<file path="src/verilog/nscr_defines.svh">
// Register map, field positions, reset values and timing counts of the
// network status and command register block.
// Assumes the host clock runs at the rate given by NSCR_CLK_MHZ.
`ifndef NSCR_DEFINES_SVH
`define NSCR_DEFINES_SVH

// Host-visible register addresses.
`define NSCR_ADDR_RXBASE 32'h2000800c
`define NSCR_ADDR_TXBASE 32'h20008010
`define NSCR_ADDR_STATUS 32'h20008014
`define NSCR_ADDR_CMD 32'h20008018

// Reset values, read-as-one masks and the mask of writable low command bits.
`define NSCR_STATUS_RESET 32'h0039ff00
`define NSCR_STATUS_ONES 32'h0038ff00
`define NSCR_CMD_RESET 32'h03e0f000
`define NSCR_CMD_ONES 32'h01e0f000
`define NSCR_CMD_LOW_MASK 8'hce
`define NSCR_BL_DEFAULT 4'h1

// Status word field positions.
`define NSCR_SB_INIT 31
`define NSCR_SB_SF 30
`define NSCR_SB_SS_HI 29
`define NSCR_SB_SS_LO 26
`define NSCR_SB_TS_HI 25
`define NSCR_SB_TS_LO 24
`define NSCR_SB_RS_HI 23
`define NSCR_SB_RS_LO 22
`define NSCR_SB_OM_HI 18
`define NSCR_SB_OM_LO 17
`define NSCR_SB_DN 16
`define NSCR_SB_BO 7
`define NSCR_SB_TW 6
`define NSCR_SB_RW 5
`define NSCR_SB_ME 4
`define NSCR_SB_RU 3
`define NSCR_SB_RI 2
`define NSCR_SB_TI 1
`define NSCR_SB_IS 0

// Command word field positions.
`define NSCR_CB_RE 31
`define NSCR_CB_IE 30
`define NSCR_CB_BL_HI 28
`define NSCR_CB_BL_LO 25
`define NSCR_CB_BE 20
`define NSCR_CB_SE 19
`define NSCR_CB_ST 11
`define NSCR_CB_SR 10
`define NSCR_CB_OM_HI 9
`define NSCR_CB_OM_LO 8

// Timing: self-test time in microseconds, boot pulse in host cycles; event FIFO depth in words.
`define NSCR_CLK_MHZ 40
`define NSCR_SELFTEST_US 25000
`define NSCR_SELFTEST_CYCLES (`NSCR_SELFTEST_US * `NSCR_CLK_MHZ)
`define NSCR_BOOT_PULSE_CYCLES 3'h6
`define NSCR_FIFO_DEPTH 32

`endif

</file>
<file path="src/verilog/nscr_pkg.sv">
// Types shared by the network status and command register block.
// Assumes nscr_defines.svh supplies every number.
`default_nettype none
package nscr_pkg;

    // Process state codes of the transmit and receive processes.
    typedef enum logic [1:0] {
        NSCR_PS_STOPPED = 2'b00,
        NSCR_PS_RUNNING = 2'b01,
        NSCR_PS_SUSPENDED = 2'b10
    } nscr_pstate_t;

    // Two-phase status update sequencer.
    typedef enum logic [1:0] {
        NSCR_PH_IDLE = 2'b00,
        NSCR_PH_HIGH = 2'b01,
        NSCR_PH_LOW = 2'b10
    } nscr_phase_t;

    // Host register request, one access per cycle.
    typedef struct packed {
        logic rd;
        logic wr;
        logic [31:0] addr;
        logic [31:0] wdata;
        logic wperr;
    } nscr_req_t;

    // One event word reported by the frame engine.
    typedef struct packed {
        logic tx_wdog;
        logic rx_wdog;
        logic tx_empty;
        logic tx_err;
        logic tx_ic;
        logic rx_unavail;
        logic rx_frame;
        logic rx_resume;
        logic tx_resume;
        logic boot_msg;
        logic access_start;
        logic access_done;
    } nscr_evt_t;

    // Whole state of the register block.
    typedef struct packed {
        logic init_done;
        logic selftest_failed;
        logic [3:0] selftest_code;
        nscr_pstate_t tx_process_state;
        nscr_pstate_t rx_process_state;
        logic [1:0] operating_mode;
        logic access_done;
        logic boot_msg_seen;
        logic tx_watchdog_flag;
        logic rx_watchdog_flag;
        logic memory_error_flag;
        logic rx_buffer_unavailable;
        logic rx_interrupt_flag;
        logic tx_interrupt_flag;
        logic interrupt_enable;
        logic [3:0] burst_limit;
        logic boot_msg_enable;
        logic single_cycle_enable;
        logic tx_start_stop;
        logic rx_start_stop;
        logic [7:0] low_modes;
        logic tx_base_ok;
        logic rx_base_ok;
        logic tx_stop_pend;
        logic rx_stop_pend;
        logic [19:0] init_cnt;
        nscr_phase_t phase;
        nscr_evt_t ev;
        logic [2:0] boot_cnt;
        logic [31:0] rdata;
        logic rvalid;
        logic irq;
        logic boot_n;
        logic abort;
        logic [3:0] burst_eff;
    } nscr_state_t;

endpackage
`default_nettype wire

</file>
<file path="src/verilog/nscr_regs.sv">
// Status and command registers of the network controller, with the event
// FIFO that carries frame engine events into the status word.
// Assumes one host clock, host requests synchronous to it, and a frame
// engine that reports events as words and busy levels per process.
//
// Functional notes
// - Report tx and rx process states, two bits.
// - Operating mode from command, mirrored in status.
// - Rx watchdog sets flag and rx interrupt, runs.
// - Bus or parity error sets flag, stops both.
// - Rx unavailable suspends reception, flags each time while suspended.
// - Frame received sets rx interrupt, keeps running.
// - Tx list end or error suspends, flags interrupt.
// - Summary bit is OR of bits six..one.
// - Status resets defined; bits seven..one write-one-clear.
// - Host-caused changes raise no interrupt.
// - Own state changes come with event flags, except resumes.
// - High half first, low half within four cycles.
// - Reset command aborts and reruns self-test.
// - Interrupt enable lets event flags interrupt.
// - Burst limit one..eight, single-cycle forcing.
// - Boot message sets flag, pulses boot output.
// - Transmit start and stop commands.
// - Receive start and stop commands.
// - Init done gates commands; processes then stopped.
`timescale 1ns/10ps
`default_nettype none
`include "nscr_defines.svh"

// Plain FIFO; storage in flip-flops, both ready and valid from state.
module nscr_fifo #(
    parameter int WIDTH = 12,
    parameter int DEPTH = `NSCR_FIFO_DEPTH
) (
    input wire logic clk_in,
    input wire logic rstn_in,
    input wire logic in_valid_in,
    output logic in_ready_out,
    input wire logic [WIDTH-1:0] in_data_in,
    output logic out_valid_out,
    input wire logic out_ready_in,
    output logic [WIDTH-1:0] out_data_out
);
    localparam int AW = $clog2(DEPTH);

    // Pointer arithmetic wraps naturally only for a power of two.
    if (DEPTH < 2 || (1 << AW) != DEPTH) begin : g_bad_depth
        $error("FIFO depth must be a power of two of at least two");
    end

    typedef struct packed {
        logic [DEPTH-1:0][WIDTH-1:0] mem;
        logic [AW-1:0] wp;
        logic [AW-1:0] rp;
        logic [AW:0] cnt;
        logic rdy;
        logic vld;
    } nscr_fifo_state_t;

    nscr_fifo_state_t s_q; // Registered state.
    nscr_fifo_state_t s_d; // Next state.
    logic push; // Word accepted this cycle.
    logic pop; // Word handed out this cycle.

    // Next state; ready and valid are precomputed so they leave flops.
    always_comb begin
        s_d = s_q;
        push = in_valid_in && s_q.rdy;
        pop = out_ready_in && s_q.vld;
        if (push) begin
            s_d.mem[s_q.wp] = in_data_in;
            s_d.wp = s_q.wp + 1'b1;
        end
        if (pop) begin
            s_d.rp = s_q.rp + 1'b1;
        end
        s_d.cnt = s_q.cnt + {{AW{1'b0}}, push} - {{AW{1'b0}}, pop};
        s_d.rdy = (s_d.cnt != (AW+1)'(DEPTH));
        s_d.vld = (s_d.cnt != '0);
    end

    // State register.
    always_ff @(posedge clk_in or negedge rstn_in) begin
        if (!rstn_in) begin
            s_q <= '0;
            s_q.rdy <= 1'b1;
        end else begin
            s_q <= s_d;
        end
    end

    assign in_ready_out = s_q.rdy;
    assign out_valid_out = s_q.vld;
    assign out_data_out = s_q.mem[s_q.rp];
endmodule

module nscr_regs import nscr_pkg::*; #(
    parameter int SELFTEST_CYCLES = `NSCR_SELFTEST_CYCLES,
    parameter int EVT_DEPTH = `NSCR_FIFO_DEPTH
) (
    input wire logic SYS_CLK_IN,
    input wire logic RSTN_IN,
    input wire nscr_req_t HOST_REQ_IN,
    output logic [31:0] HOST_RDATA_OUT,
    output logic HOST_RVALID_OUT,
    input wire logic EVT_VALID_IN,
    input wire nscr_evt_t EVT_IN,
    output logic EVT_READY_OUT,
    input wire logic TX_BUSY_IN,
    input wire logic RX_BUSY_IN,
    input wire logic BUS_MASTER_IN,
    input wire logic BUS_ERR_N_IN,
    input wire logic SELFTEST_FAIL_IN,
    input wire logic [3:0] SELFTEST_CODE_IN,
    output logic IRQ_OUT,
    output logic BOOT_N_OUT,
    output logic [1:0] TX_STATE_OUT,
    output logic [1:0] RX_STATE_OUT,
    output logic [1:0] OP_MODE_OUT,
    output logic [3:0] BURST_LIMIT_OUT,
    output logic SINGLE_CYCLE_OUT,
    output logic ABORT_OUT
);
    // The self-test counter in the state struct is twenty bits wide.
    if (SELFTEST_CYCLES < 1 || SELFTEST_CYCLES > (1 << 20)) begin : g_bad_st
        $error("Self-test cycle count does not fit the counter");
    end

    // Interrupt summary over the six event flags.
    function automatic logic summary(input nscr_state_t s);
        summary = s.tx_watchdog_flag | s.rx_watchdog_flag | s.memory_error_flag
            | s.rx_buffer_unavailable | s.rx_interrupt_flag | s.tx_interrupt_flag;
    endfunction

    // Status word as the host reads it.
    function automatic logic [31:0] status_word(input nscr_state_t s);
        logic [31:0] v;
        v = `NSCR_STATUS_ONES;
        v[`NSCR_SB_INIT] = s.init_done;
        v[`NSCR_SB_SF] = s.selftest_failed;
        v[`NSCR_SB_SS_HI:`NSCR_SB_SS_LO] = s.selftest_code;
        v[`NSCR_SB_TS_HI:`NSCR_SB_TS_LO] = s.tx_process_state;
        v[`NSCR_SB_RS_HI:`NSCR_SB_RS_LO] = s.rx_process_state;
        v[`NSCR_SB_OM_HI:`NSCR_SB_OM_LO] = s.operating_mode;
        v[`NSCR_SB_DN] = s.access_done;
        v[`NSCR_SB_BO] = s.boot_msg_seen;
        v[`NSCR_SB_TW] = s.tx_watchdog_flag;
        v[`NSCR_SB_RW] = s.rx_watchdog_flag;
        v[`NSCR_SB_ME] = s.memory_error_flag;
        v[`NSCR_SB_RU] = s.rx_buffer_unavailable;
        v[`NSCR_SB_RI] = s.rx_interrupt_flag;
        v[`NSCR_SB_TI] = s.tx_interrupt_flag;
        v[`NSCR_SB_IS] = summary(s);
        status_word = v;
    endfunction

    // Command word as the host reads it; the reset bit shows self-test.
    function automatic logic [31:0] command_word(input nscr_state_t s);
        logic [31:0] v;
        v = `NSCR_CMD_ONES;
        v[`NSCR_CB_RE] = !s.init_done;
        v[`NSCR_CB_IE] = s.interrupt_enable;
        v[`NSCR_CB_BL_HI:`NSCR_CB_BL_LO] = s.burst_limit;
        v[`NSCR_CB_BE] = s.boot_msg_enable;
        v[`NSCR_CB_SE] = s.single_cycle_enable;
        v[`NSCR_CB_ST] = s.tx_start_stop;
        v[`NSCR_CB_SR] = s.rx_start_stop;
        v[`NSCR_CB_OM_HI:`NSCR_CB_OM_LO] = s.operating_mode;
        v[7:0] = s.low_modes;
        command_word = v;
    endfunction

    nscr_state_t s_q; // Registered state.
    nscr_state_t s_d; // Next state.
    nscr_evt_t fifo_data; // Event at the FIFO head.
    logic fifo_valid; // FIFO holds an event.
    logic drain; // The sequencer takes the head event this cycle.
    logic [31:0] wd; // Host write data, for brevity.
    logic wr_ok; // Host write accepted at all.
    logic do_reset; // Reset command written this cycle.

    // Events queue here; the sequencer drains only when idle and after
    // self-test, so a busy engine really sees back-pressure.
    nscr_fifo #(
        .WIDTH($bits(nscr_evt_t)),
        .DEPTH(EVT_DEPTH)
    ) u_evt_fifo (
        .clk_in(SYS_CLK_IN),
        .rstn_in(RSTN_IN),
        .in_valid_in(EVT_VALID_IN),
        .in_ready_out(EVT_READY_OUT),
        .in_data_in(EVT_IN),
        .out_valid_out(fifo_valid),
        .out_ready_in(drain),
        .out_data_out(fifo_data)
    );

    assign drain = (s_q.phase == NSCR_PH_IDLE) && s_q.init_done;

    // Next-state logic: host access, event sequencing, errors, reset.
    always_comb begin
        s_d = s_q;
        s_d.rvalid = 1'b0;
        s_d.abort = 1'b0;
        wd = HOST_REQ_IN.wdata;
        do_reset = 1'b0;
        // Commands are ignored until self-test is over.
        wr_ok = HOST_REQ_IN.wr && s_q.init_done && !HOST_REQ_IN.wperr;
        if (s_q.boot_cnt != 3'h0) begin
            s_d.boot_cnt = s_q.boot_cnt - 3'h1;
        end

        // Self-test runs after any reset, then leaves both processes stopped.
        if (!s_q.init_done) begin
            if (s_q.init_cnt == 20'(SELFTEST_CYCLES - 1)) begin
                s_d.init_done = 1'b1;
                s_d.selftest_failed = SELFTEST_FAIL_IN;
                s_d.selftest_code = SELFTEST_FAIL_IN ? SELFTEST_CODE_IN : 4'h0;
            end else begin
                s_d.init_cnt = s_q.init_cnt + 20'h1;
            end
        end

        // Host writes. State changes here raise no interrupt.
        if (wr_ok && HOST_REQ_IN.addr == `NSCR_ADDR_CMD) begin
            s_d.interrupt_enable = wd[`NSCR_CB_IE];
            s_d.boot_msg_enable = wd[`NSCR_CB_BE];
            do_reset = wd[`NSCR_CB_RE];
            if (s_q.tx_process_state == NSCR_PS_STOPPED
                && s_q.rx_process_state == NSCR_PS_STOPPED) begin
                s_d.burst_limit = wd[`NSCR_CB_BL_HI:`NSCR_CB_BL_LO];
                s_d.single_cycle_enable = wd[`NSCR_CB_SE];
                s_d.operating_mode = wd[`NSCR_CB_OM_HI:`NSCR_CB_OM_LO];
            end
            if (s_q.rx_process_state == NSCR_PS_STOPPED) begin
                s_d.low_modes = wd[7:0] & `NSCR_CMD_LOW_MASK;
            end
            // Start only from stopped with a list base once written.
            if (wd[`NSCR_CB_ST] && s_q.tx_process_state == NSCR_PS_STOPPED
                && s_q.tx_base_ok) begin
                s_d.tx_start_stop = 1'b1;
                s_d.tx_process_state = NSCR_PS_RUNNING;
            end else if (!wd[`NSCR_CB_ST]
                && s_q.tx_process_state != NSCR_PS_STOPPED) begin
                s_d.tx_start_stop = 1'b0;
                s_d.tx_stop_pend = 1'b1;
            end
            if (wd[`NSCR_CB_SR] && s_q.rx_process_state == NSCR_PS_STOPPED
                && s_q.rx_base_ok) begin
                s_d.rx_start_stop = 1'b1;
                s_d.rx_process_state = NSCR_PS_RUNNING;
            end else if (!wd[`NSCR_CB_SR]
                && s_q.rx_process_state != NSCR_PS_STOPPED) begin
                s_d.rx_start_stop = 1'b0;
                s_d.rx_stop_pend = 1'b1;
            end
        end
        // Write-one-to-clear; the event sets further down win over it.
        if (wr_ok && HOST_REQ_IN.addr == `NSCR_ADDR_STATUS) begin
            s_d.boot_msg_seen = s_q.boot_msg_seen & ~wd[`NSCR_SB_BO];
            s_d.tx_watchdog_flag = s_q.tx_watchdog_flag & ~wd[`NSCR_SB_TW];
            s_d.rx_watchdog_flag = s_q.rx_watchdog_flag & ~wd[`NSCR_SB_RW];
            s_d.memory_error_flag = s_q.memory_error_flag & ~wd[`NSCR_SB_ME];
            s_d.rx_buffer_unavailable = s_q.rx_buffer_unavailable & ~wd[`NSCR_SB_RU];
            s_d.rx_interrupt_flag = s_q.rx_interrupt_flag & ~wd[`NSCR_SB_RI];
            s_d.tx_interrupt_flag = s_q.tx_interrupt_flag & ~wd[`NSCR_SB_TI];
        end
        // List bases are only taken while the process is not running.
        if (wr_ok && HOST_REQ_IN.addr == `NSCR_ADDR_TXBASE
            && s_q.tx_process_state != NSCR_PS_RUNNING) begin
            s_d.tx_base_ok = 1'b1;
        end
        if (wr_ok && HOST_REQ_IN.addr == `NSCR_ADDR_RXBASE
            && s_q.rx_process_state != NSCR_PS_RUNNING) begin
            s_d.rx_base_ok = 1'b1;
        end

        // A stop waits for the frame in flight to finish.
        if (s_q.tx_stop_pend && !TX_BUSY_IN) begin
            s_d.tx_stop_pend = 1'b0;
            s_d.tx_process_state = NSCR_PS_STOPPED;
        end
        if (s_q.rx_stop_pend && !RX_BUSY_IN) begin
            s_d.rx_stop_pend = 1'b0;
            s_d.rx_process_state = NSCR_PS_STOPPED;
        end

        // Event sequencer: states in the high half first, flags one cycle
        // later in the low half, so a poller never sees flags before state.
        case (s_q.phase)
            NSCR_PH_IDLE: begin
                if (drain && fifo_valid) begin
                    s_d.ev = fifo_data;
                    s_d.phase = NSCR_PH_HIGH;
                end
            end
            NSCR_PH_HIGH: begin
                if (s_q.ev.tx_wdog && s_q.tx_process_state != NSCR_PS_STOPPED) begin
                    s_d.tx_process_state = NSCR_PS_STOPPED;
                end else if ((s_q.ev.tx_empty || s_q.ev.tx_err)
                    && s_q.tx_process_state == NSCR_PS_RUNNING) begin
                    s_d.tx_process_state = NSCR_PS_SUSPENDED;
                end else if (s_q.ev.tx_resume
                    && s_q.tx_process_state == NSCR_PS_SUSPENDED) begin
                    s_d.tx_process_state = NSCR_PS_RUNNING;
                end
                // A watchdog cut keeps reception running.
                if (s_q.ev.rx_unavail && s_q.rx_process_state == NSCR_PS_RUNNING) begin
                    s_d.rx_process_state = NSCR_PS_SUSPENDED;
                end else if (s_q.ev.rx_resume
                    && s_q.rx_process_state == NSCR_PS_SUSPENDED) begin
                    s_d.rx_process_state = NSCR_PS_RUNNING;
                end
                if (s_q.ev.access_start) begin
                    s_d.access_done = 1'b0;
                end
                if (s_q.ev.access_done) begin
                    s_d.access_done = 1'b1;
                end
                s_d.phase = NSCR_PH_LOW;
            end
            NSCR_PH_LOW: begin
                if (s_q.ev.tx_wdog) begin
                    s_d.tx_watchdog_flag = 1'b1;
                end
                if (s_q.ev.rx_wdog) begin
                    s_d.rx_watchdog_flag = 1'b1;
                end
                if (s_q.ev.rx_frame || s_q.ev.rx_wdog) begin
                    s_d.rx_interrupt_flag = 1'b1;
                end
                if (s_q.ev.tx_empty || s_q.ev.tx_err || s_q.ev.tx_ic) begin
                    s_d.tx_interrupt_flag = 1'b1;
                end
                // Any unavailable event that finds reception suspended flags, unless it also carries resume.
                if (s_q.ev.rx_unavail && s_q.rx_process_state == NSCR_PS_SUSPENDED
                    && s_q.ev.rx_resume == 1'b0) begin
                    s_d.rx_buffer_unavailable = 1'b1;
                end
                if (s_q.ev.boot_msg && s_q.boot_msg_enable) begin
                    s_d.boot_msg_seen = 1'b1;
                    s_d.boot_cnt = `NSCR_BOOT_PULSE_CYCLES;
                end
                s_d.phase = NSCR_PH_IDLE;
            end
            default: begin
                s_d.phase = NSCR_PH_IDLE;
            end
        endcase

        // Memory errors: bus error while master, or parity on a host write.
        if ((BUS_MASTER_IN && !BUS_ERR_N_IN)
            || (HOST_REQ_IN.wr && HOST_REQ_IN.wperr)) begin
            s_d.memory_error_flag = 1'b1;
            s_d.tx_process_state = NSCR_PS_STOPPED;
            s_d.rx_process_state = NSCR_PS_STOPPED;
            s_d.tx_start_stop = 1'b0;
            s_d.rx_start_stop = 1'b0;
            s_d.tx_stop_pend = 1'b0;
            s_d.rx_stop_pend = 1'b0;
            s_d.abort = 1'b1;
        end

        // Reset command: abort everything and rerun self-test. Flags and
        // the command word come back to their reset values.
        if (do_reset) begin
            s_d = '0;
            s_d.access_done = 1'b1;
            s_d.burst_limit = `NSCR_BL_DEFAULT;
            s_d.abort = 1'b1;
        end

        // Host reads answer one cycle later; unmapped addresses read zero.
        if (HOST_REQ_IN.rd) begin
            s_d.rvalid = 1'b1;
            if (HOST_REQ_IN.addr == `NSCR_ADDR_STATUS) begin
                s_d.rdata = status_word(s_q);
            end else if (HOST_REQ_IN.addr == `NSCR_ADDR_CMD) begin
                s_d.rdata = command_word(s_q);
            end else begin
                s_d.rdata = 32'h0;
            end
        end

        // Registered outputs derived from the next state.
        s_d.irq = s_d.interrupt_enable && summary(s_d);
        s_d.boot_n = (s_d.boot_cnt == 3'h0);
        // Single-cycle mode folds bursts of 2 and 8 down to 1 and 4.
        if (s_d.single_cycle_enable && s_d.burst_limit == 4'h2) begin
            s_d.burst_eff = 4'h1;
        end else if (s_d.single_cycle_enable && s_d.burst_limit == 4'h8) begin
            s_d.burst_eff = 4'h4;
        end else begin
            s_d.burst_eff = s_d.burst_limit;
        end
    end

    // State register; after hardware reset self-test starts at once.
    always_ff @(posedge SYS_CLK_IN or negedge RSTN_IN) begin
        if (!RSTN_IN) begin
            s_q <= '0;
            s_q.access_done <= 1'b1;
            s_q.burst_limit <= `NSCR_BL_DEFAULT;
            s_q.burst_eff <= `NSCR_BL_DEFAULT;
            s_q.boot_n <= 1'b1;
        end else begin
            s_q <= s_d;
        end
    end

    assign HOST_RDATA_OUT = s_q.rdata;
    assign HOST_RVALID_OUT = s_q.rvalid;
    assign IRQ_OUT = s_q.irq;
    assign BOOT_N_OUT = s_q.boot_n;
    assign TX_STATE_OUT = s_q.tx_process_state;
    assign RX_STATE_OUT = s_q.rx_process_state;
    assign OP_MODE_OUT = s_q.operating_mode;
    assign BURST_LIMIT_OUT = s_q.burst_eff;
    assign SINGLE_CYCLE_OUT = s_q.single_cycle_enable;
    assign ABORT_OUT = s_q.abort;
endmodule
`default_nettype wire

</file>
<file path="config.mk">
export PLATFORM = sky130hd
export DESIGN_NAME = nscr_regs
export DESIGN_NICKNAME = d
export VERILOG_FILES = /design/src/verilog/nscr_pkg.sv /design/src/verilog/nscr_regs.sv
export VERILOG_INCLUDE_DIRS = /design/src /design/src/verilog
export SDC_FILE = /design/constraint.sdc
export NUM_CORES = 1
export LEC_CHECK = 0
export ABC_AREA = 1
export BUFFER_PORTS_ARGS = -buffer_cell sky130_fd_sc_hd__buf_2
export CELL_PAD_IN_SITES_DETAIL_PLACEMENT = 1
export CELL_PAD_IN_SITES_GLOBAL_PLACEMENT = 1
export CORE_ASPECT_RATIO = 1.1
export CORE_MARGIN = 4
export CORE_UTILIZATION = 46
export DETAILED_ROUTE_END_ITERATION = 6
export PLACE_DENSITY = 0.85
export SLEW_MARGIN = 20
export SYNTH_ARGS = -nofsm -noshare
export SYNTH_HDL_FRONTEND = slang
export SYNTH_HIERARCHICAL = 1
export SYNTH_SLANG_ARGS = --single-unit
</file>
<file path="constraint.sdc">
create_clock -name SYS_CLK_IN -period 2.9 [get_ports SYS_CLK_IN]
set_input_delay 0.29 -clock SYS_CLK_IN [delete_from_list [all_inputs] [get_ports SYS_CLK_IN]]
set_output_delay 0.29 -clock SYS_CLK_IN [all_outputs]
set_load 0.01 [all_outputs]
</file>
**Yosys cells after proc, flatten, opt, wreduce, memory -nomap -nowiden**

Cells that the tools add are included.
W data, S select, Z words.

- Flip-flop bits (word level): 520

- Add/subtract/negate cells: 6
- $lt $le $gt $ge: 3
- Equality and inequality tests: 21
- Mux-type cells: 69
- Bitwise logic cells: 25
- Reductions and logical operators: 81

Operators by type and width:

| operator | number |
|---|---|
| $bwmux W384 | 1 |
| $eq A32 B30 Y1 const B | 4 |
| $mux W118 | 1 |
| $mux W32 | 2 |
| $bmux W12 S5 | 1 |
| $demux W12 S5 | 1 |
| $mux W20 | 2 |
| $mux W12 | 3 |
| $logic_and A1 B1 Y1 | 34 |
| $mux W33 | 1 |
| $mux W2 | 13 |
| $mux W1 | 25 |
| $mux W4 | 6 |
| $reduce_bool A2 Y1 | 12 |
| $reduce_bool A4 Y1 | 6 |
| $add A20 B1 Y20 const B | 1 |
| $eq A20 B20 Y1 const B | 1 |
| $mux W6 | 3 |
| $mux W17 | 1 |
| $reduce_and A2 Y1 | 8 |
| $mux W3 | 5 |
| $mux W14 | 1 |
| $lt A5 B6 Y1 const B | 2 |
| $add A5 B1 Y5 const B | 2 |
| 26 further kinds | 69 |

**Longest topological paths before layout**

- Depth in word-level cells: 18
- Gate-level depth with buffers: 15
- Depth with buffers taken out: 15

**By module**

The synthesis kept the hierarchy.

By module, submodules not included:

| module | instances | cells each | area an instance (um^2) | sequential area each (um^2) |
|---|---|---|---|---|
| nscr_fifo | 1 | 2489 | 19183.4 | 10060.9 |
| nscr_regs | 1 | 795 | 6227.2 | 2782.7 |

**Least setup slack after synthesis**

No wires, ideal clock.

- Path kind: flip-flop to flip-flop
- Start: reg, netlist name s_q[117]
- End: reg u_evt_fifo.s_q (netlist bit u_evt_fifo/out_valid_out)
- Library setup time: 0.125 ns
- Data arrival time: 2.377 ns
- Slack: 0.398 ns
- Cell stages (with the launch flop): 15
- Path buffers: 0
- Cell sequence: dfrtp_1 inv_2 nor3_1 nand2_1 inv_1 ha_1 inv_1 ha_1 inv_1 fa_1 nand3b_1 nand3_1 nand2_1 nor3_1 nand2_1

RTL lines:

| element | line | text |
|---|---|---|
| end, declared | nscr_regs.sv:60 | `nscr_fifo_state_t s_q;` |

==> metrics <==
status completed; Max VDD drop 581 uV; sw power 7870 uW; crit path launch type flop; Logic pwr share 23.5%; Compound-Gate Fraction of Synth Area 11.0%; Slew Viols, Final 0; Post-Syn Area 25400 sq um; RSZ-0062 raised after global routing no; clock sink count 513; Worst Path Class, Setup flop to flop; cell taking the most area after synthesis dfrtp_1; FP Rows 90; vias per cell 5.55; power consumption 23800 uW; worst hold start HOST_REQ_IN[6]; hpwl dp 52.0 mm; final wirelength 83.7 mm; Root Driver clkbuf_16; fin crit period 2.63 ns; post-synthesis mux area share 0%; IO Count 139; hold depth 4; CTS clk-pin slew, worst paths 0.06 ns; number of buffers added on ports 125; total gr overflow 0; top sig layer met4; Die ar. 59100 sq um; Post-Synthesis Cells 3284; Hold Fails Final Rpt 0; hold endpoint s_q[102]; wl on met1 32.6 mm; max-cap check violation count 0; internal power 15900 uW; Worst Tran Pin Value 0.944 ns; H-tree levels 2; register area share after synthesis 50.5%; largest net degree at the start of global routing 99; Global Route Usage Sum 28.5%; path type of the worst min-delay path input pin to flop; Syn-to-layout area delta 12.5%; area share of xor/xnor cells in the synthesized design 0.862%; simple-gate share of the synthesized area 26.8%; largest family of logic cells by synthesized area simple AND/OR/NAND/NOR gates; Final Net Count 3434; CP Data Required Time 3.40 ns; Initial DRT Pass Iterations 5; Seq cells post-synth 513; CTS tree yes; net count after synthesis 3390; share of the synthesized area in the top cell type 50.0%; largest cells by area after synthesis dfrtp_1, nand2_1, o21ai_0; Yosys cell types 51; synth warn 6; Die X 232 um; layout cell share with drive strength beyond 1 10.6%; clk_lat worst skew 0.61 ns; global-route wire length before repair 134 mm; placed cell count 3979; metal2 WL 42.9 mm; FF-to-FF Start s_q[55]; GPL Wtd Cong 0.884; vias 22788; Post-Layout Cell Count 4108; Critical Path AT 3.13 ns; sequential power share 45.6%; Pleak 0.0142 uW; initial antenna violation count 0; slew margin rel. 36.9%; initial core utilization 46.4%; power per cell area 832 nW/um^2; core area 54700 sq um; DIE HEIGHT 255 um; clk buf depth 3; adder-cell share of the synthesized area 0.768%; fmax 380 MHz; crit path max fanout 3; flop-to-flop setup slack 0.27 ns; Avg Cell Area, Syn 7.74 sq um; period utilization 90.9%; number of routed nets with antenna violations 0; DRC viols 0; DR iter-0 viols 1682; # setup viols final 0; post-route setup TNS 0 ns; Final Skew 0.0135 ns; Net Sw Frac 33.1%; ant diodes 0; number of global-route vias before repair 24975; RR Endpoint u_evt_fifo/out_valid_out; clock group share of total power 30.9%; CP Capture Type flop; CTS Buf Count 54; Register-to-Register Path Depth 13; wire per inst 20.4 um; DR WL met3 4.37 mm
metal layers:
layer  up-vias  track usage [%]
met2       629             51.6
met4         0             13.2
met1     11501             33.4
li1      10443                -
met3       215             4.29
met5         -                0
cells by family (layout without fill, tap and decap cells):
family,Yosys count,in the layout
buffers and inverters,573,661
AND/OR/NAND/NOR,1633,1633
AO/OA/AOI/OAI,525,525
adder cells (fa/ha/maj),15,15
XOR/XNOR,25,25
flip-flops,513,513
flip-flops by register name, summed over array words and instances (netlist names), 2 cells and up:
register and flops:
RX_STATE_OUT 2, BURST_LIMIT_OUT 4, s_q 68, HOST_RDATA_OUT 28
u_evt_fifo/s_q 400, OP_MODE_OUT 2, TX_STATE_OUT 2
synth_stat cells, drive strengths merged:
cell / count
a21oi: 39
a22oi: 4
a31o: 1
a31oi: 2
a32o: 5
buf: 143
bufinv: 1
clkbuf: 83
clkinv: 3
dfrtp: 508
dfstp: 5
fa: 1
ha: 14
inv: 343
nand2: 1143
nand3: 314
nand3b: 4
nand4: 20
nor2: 127
nor3: 15
nor4: 6
o211ai: 18
o21ai: 447
o21bai: 1
o221ai: 2
o22ai: 2
o31ai: 4
or2: 4
xnor2: 3
xor2: 22
power groups by stage:
stage	Clock, uW	Sequential, uW	Combinational [uW]
final	7360	10800	5590
after global routing	7810	11100	6420
after CTS	7470	10800	5570
after detailed placement	0	10900	5400
after global placement	0	10700	4910
after floorplan	0	10500	3910
critical path, stage by stage, from the launching register on:
cell and delay [ns]:
dfrtp_1 0.42, nor3_4 0.24, nand2_1 0.12, inv_1 0.10
ha_1 0.23, inv_1 0.06, ha_1 0.19, inv_1 0.07
fa_1 0.39, nand3b_1 0.20, nand3_1 0.11, nand2_1 0.09
nor3_2 0.23, nand2_1 0.08
per-stage QoR:
step	cell area (sq um)	utilization, %	hold WS, ns	worst slack, ns
finish	28600	52.2	0.0393	0.265
global route	28600	52.2	0.0566	0.0510
CTS	28600	52.2	0.0109	0.117
detailed placement	26400	48.2	0.374	0.0831
global placement	26400	48.2	0.369	0.200
floorplan	25400	-	-0.00559	0.398
how the worst max path moves through the flow:
stage	from	to	slack (ns)	depth (start not counted)
after global placement	s_q[55]	u_evt_fifo/out_valid_out	0.20	13
after floorplan	s_q[117]	u_evt_fifo/out_valid_out	0.40	14
after global routing	s_q[55]	u_evt_fifo/out_valid_out	0.05	13
after detailed placement	s_q[55]	u_evt_fifo/out_valid_out	0.08	13
after CTS	s_q[55]	u_evt_fifo/out_valid_out	0.12	13
final	s_q[55]	u_evt_fifo/out_valid_out	0.27	13
placed cells by master, fill, tap and decap left out, drive strengths merged, types with 6 or more instances in the layout:
master       Yosys  layout
dfrtp          508     508
nand3          314     314
o21ai          447     447
nor2           127     127
buf            143     185
xor2            22      22
inv            343     343
nor4             6       6
o211ai          18      18
nand4           20      20
a21oi           39      39
clkinv           3      11
dlygate4sd3      0      29
ha              14      14
nor3            15      15
clkbuf          83      85
nand2         1143    1143
timing repair:
item,in CTS,in global routing
endpoints found under the setup margin,1,2
resized for setup,1,2
buffers inserted,0,0
pin swaps,0,0
cloned,0,0
hold buffers,29,0
hold endpoints to repair,132,0
cell type report:
cell class              count  area (sq um)
clock buffers              85          1710
repair buffers            214          1540
well taps                 736           921
flip-flops and latches    513         12900
fillers                  6810         26100
inverters                 347          1330
multi-input cells        2198         10100
clock inverters            15           183
(Power assumes the default switching activity.)
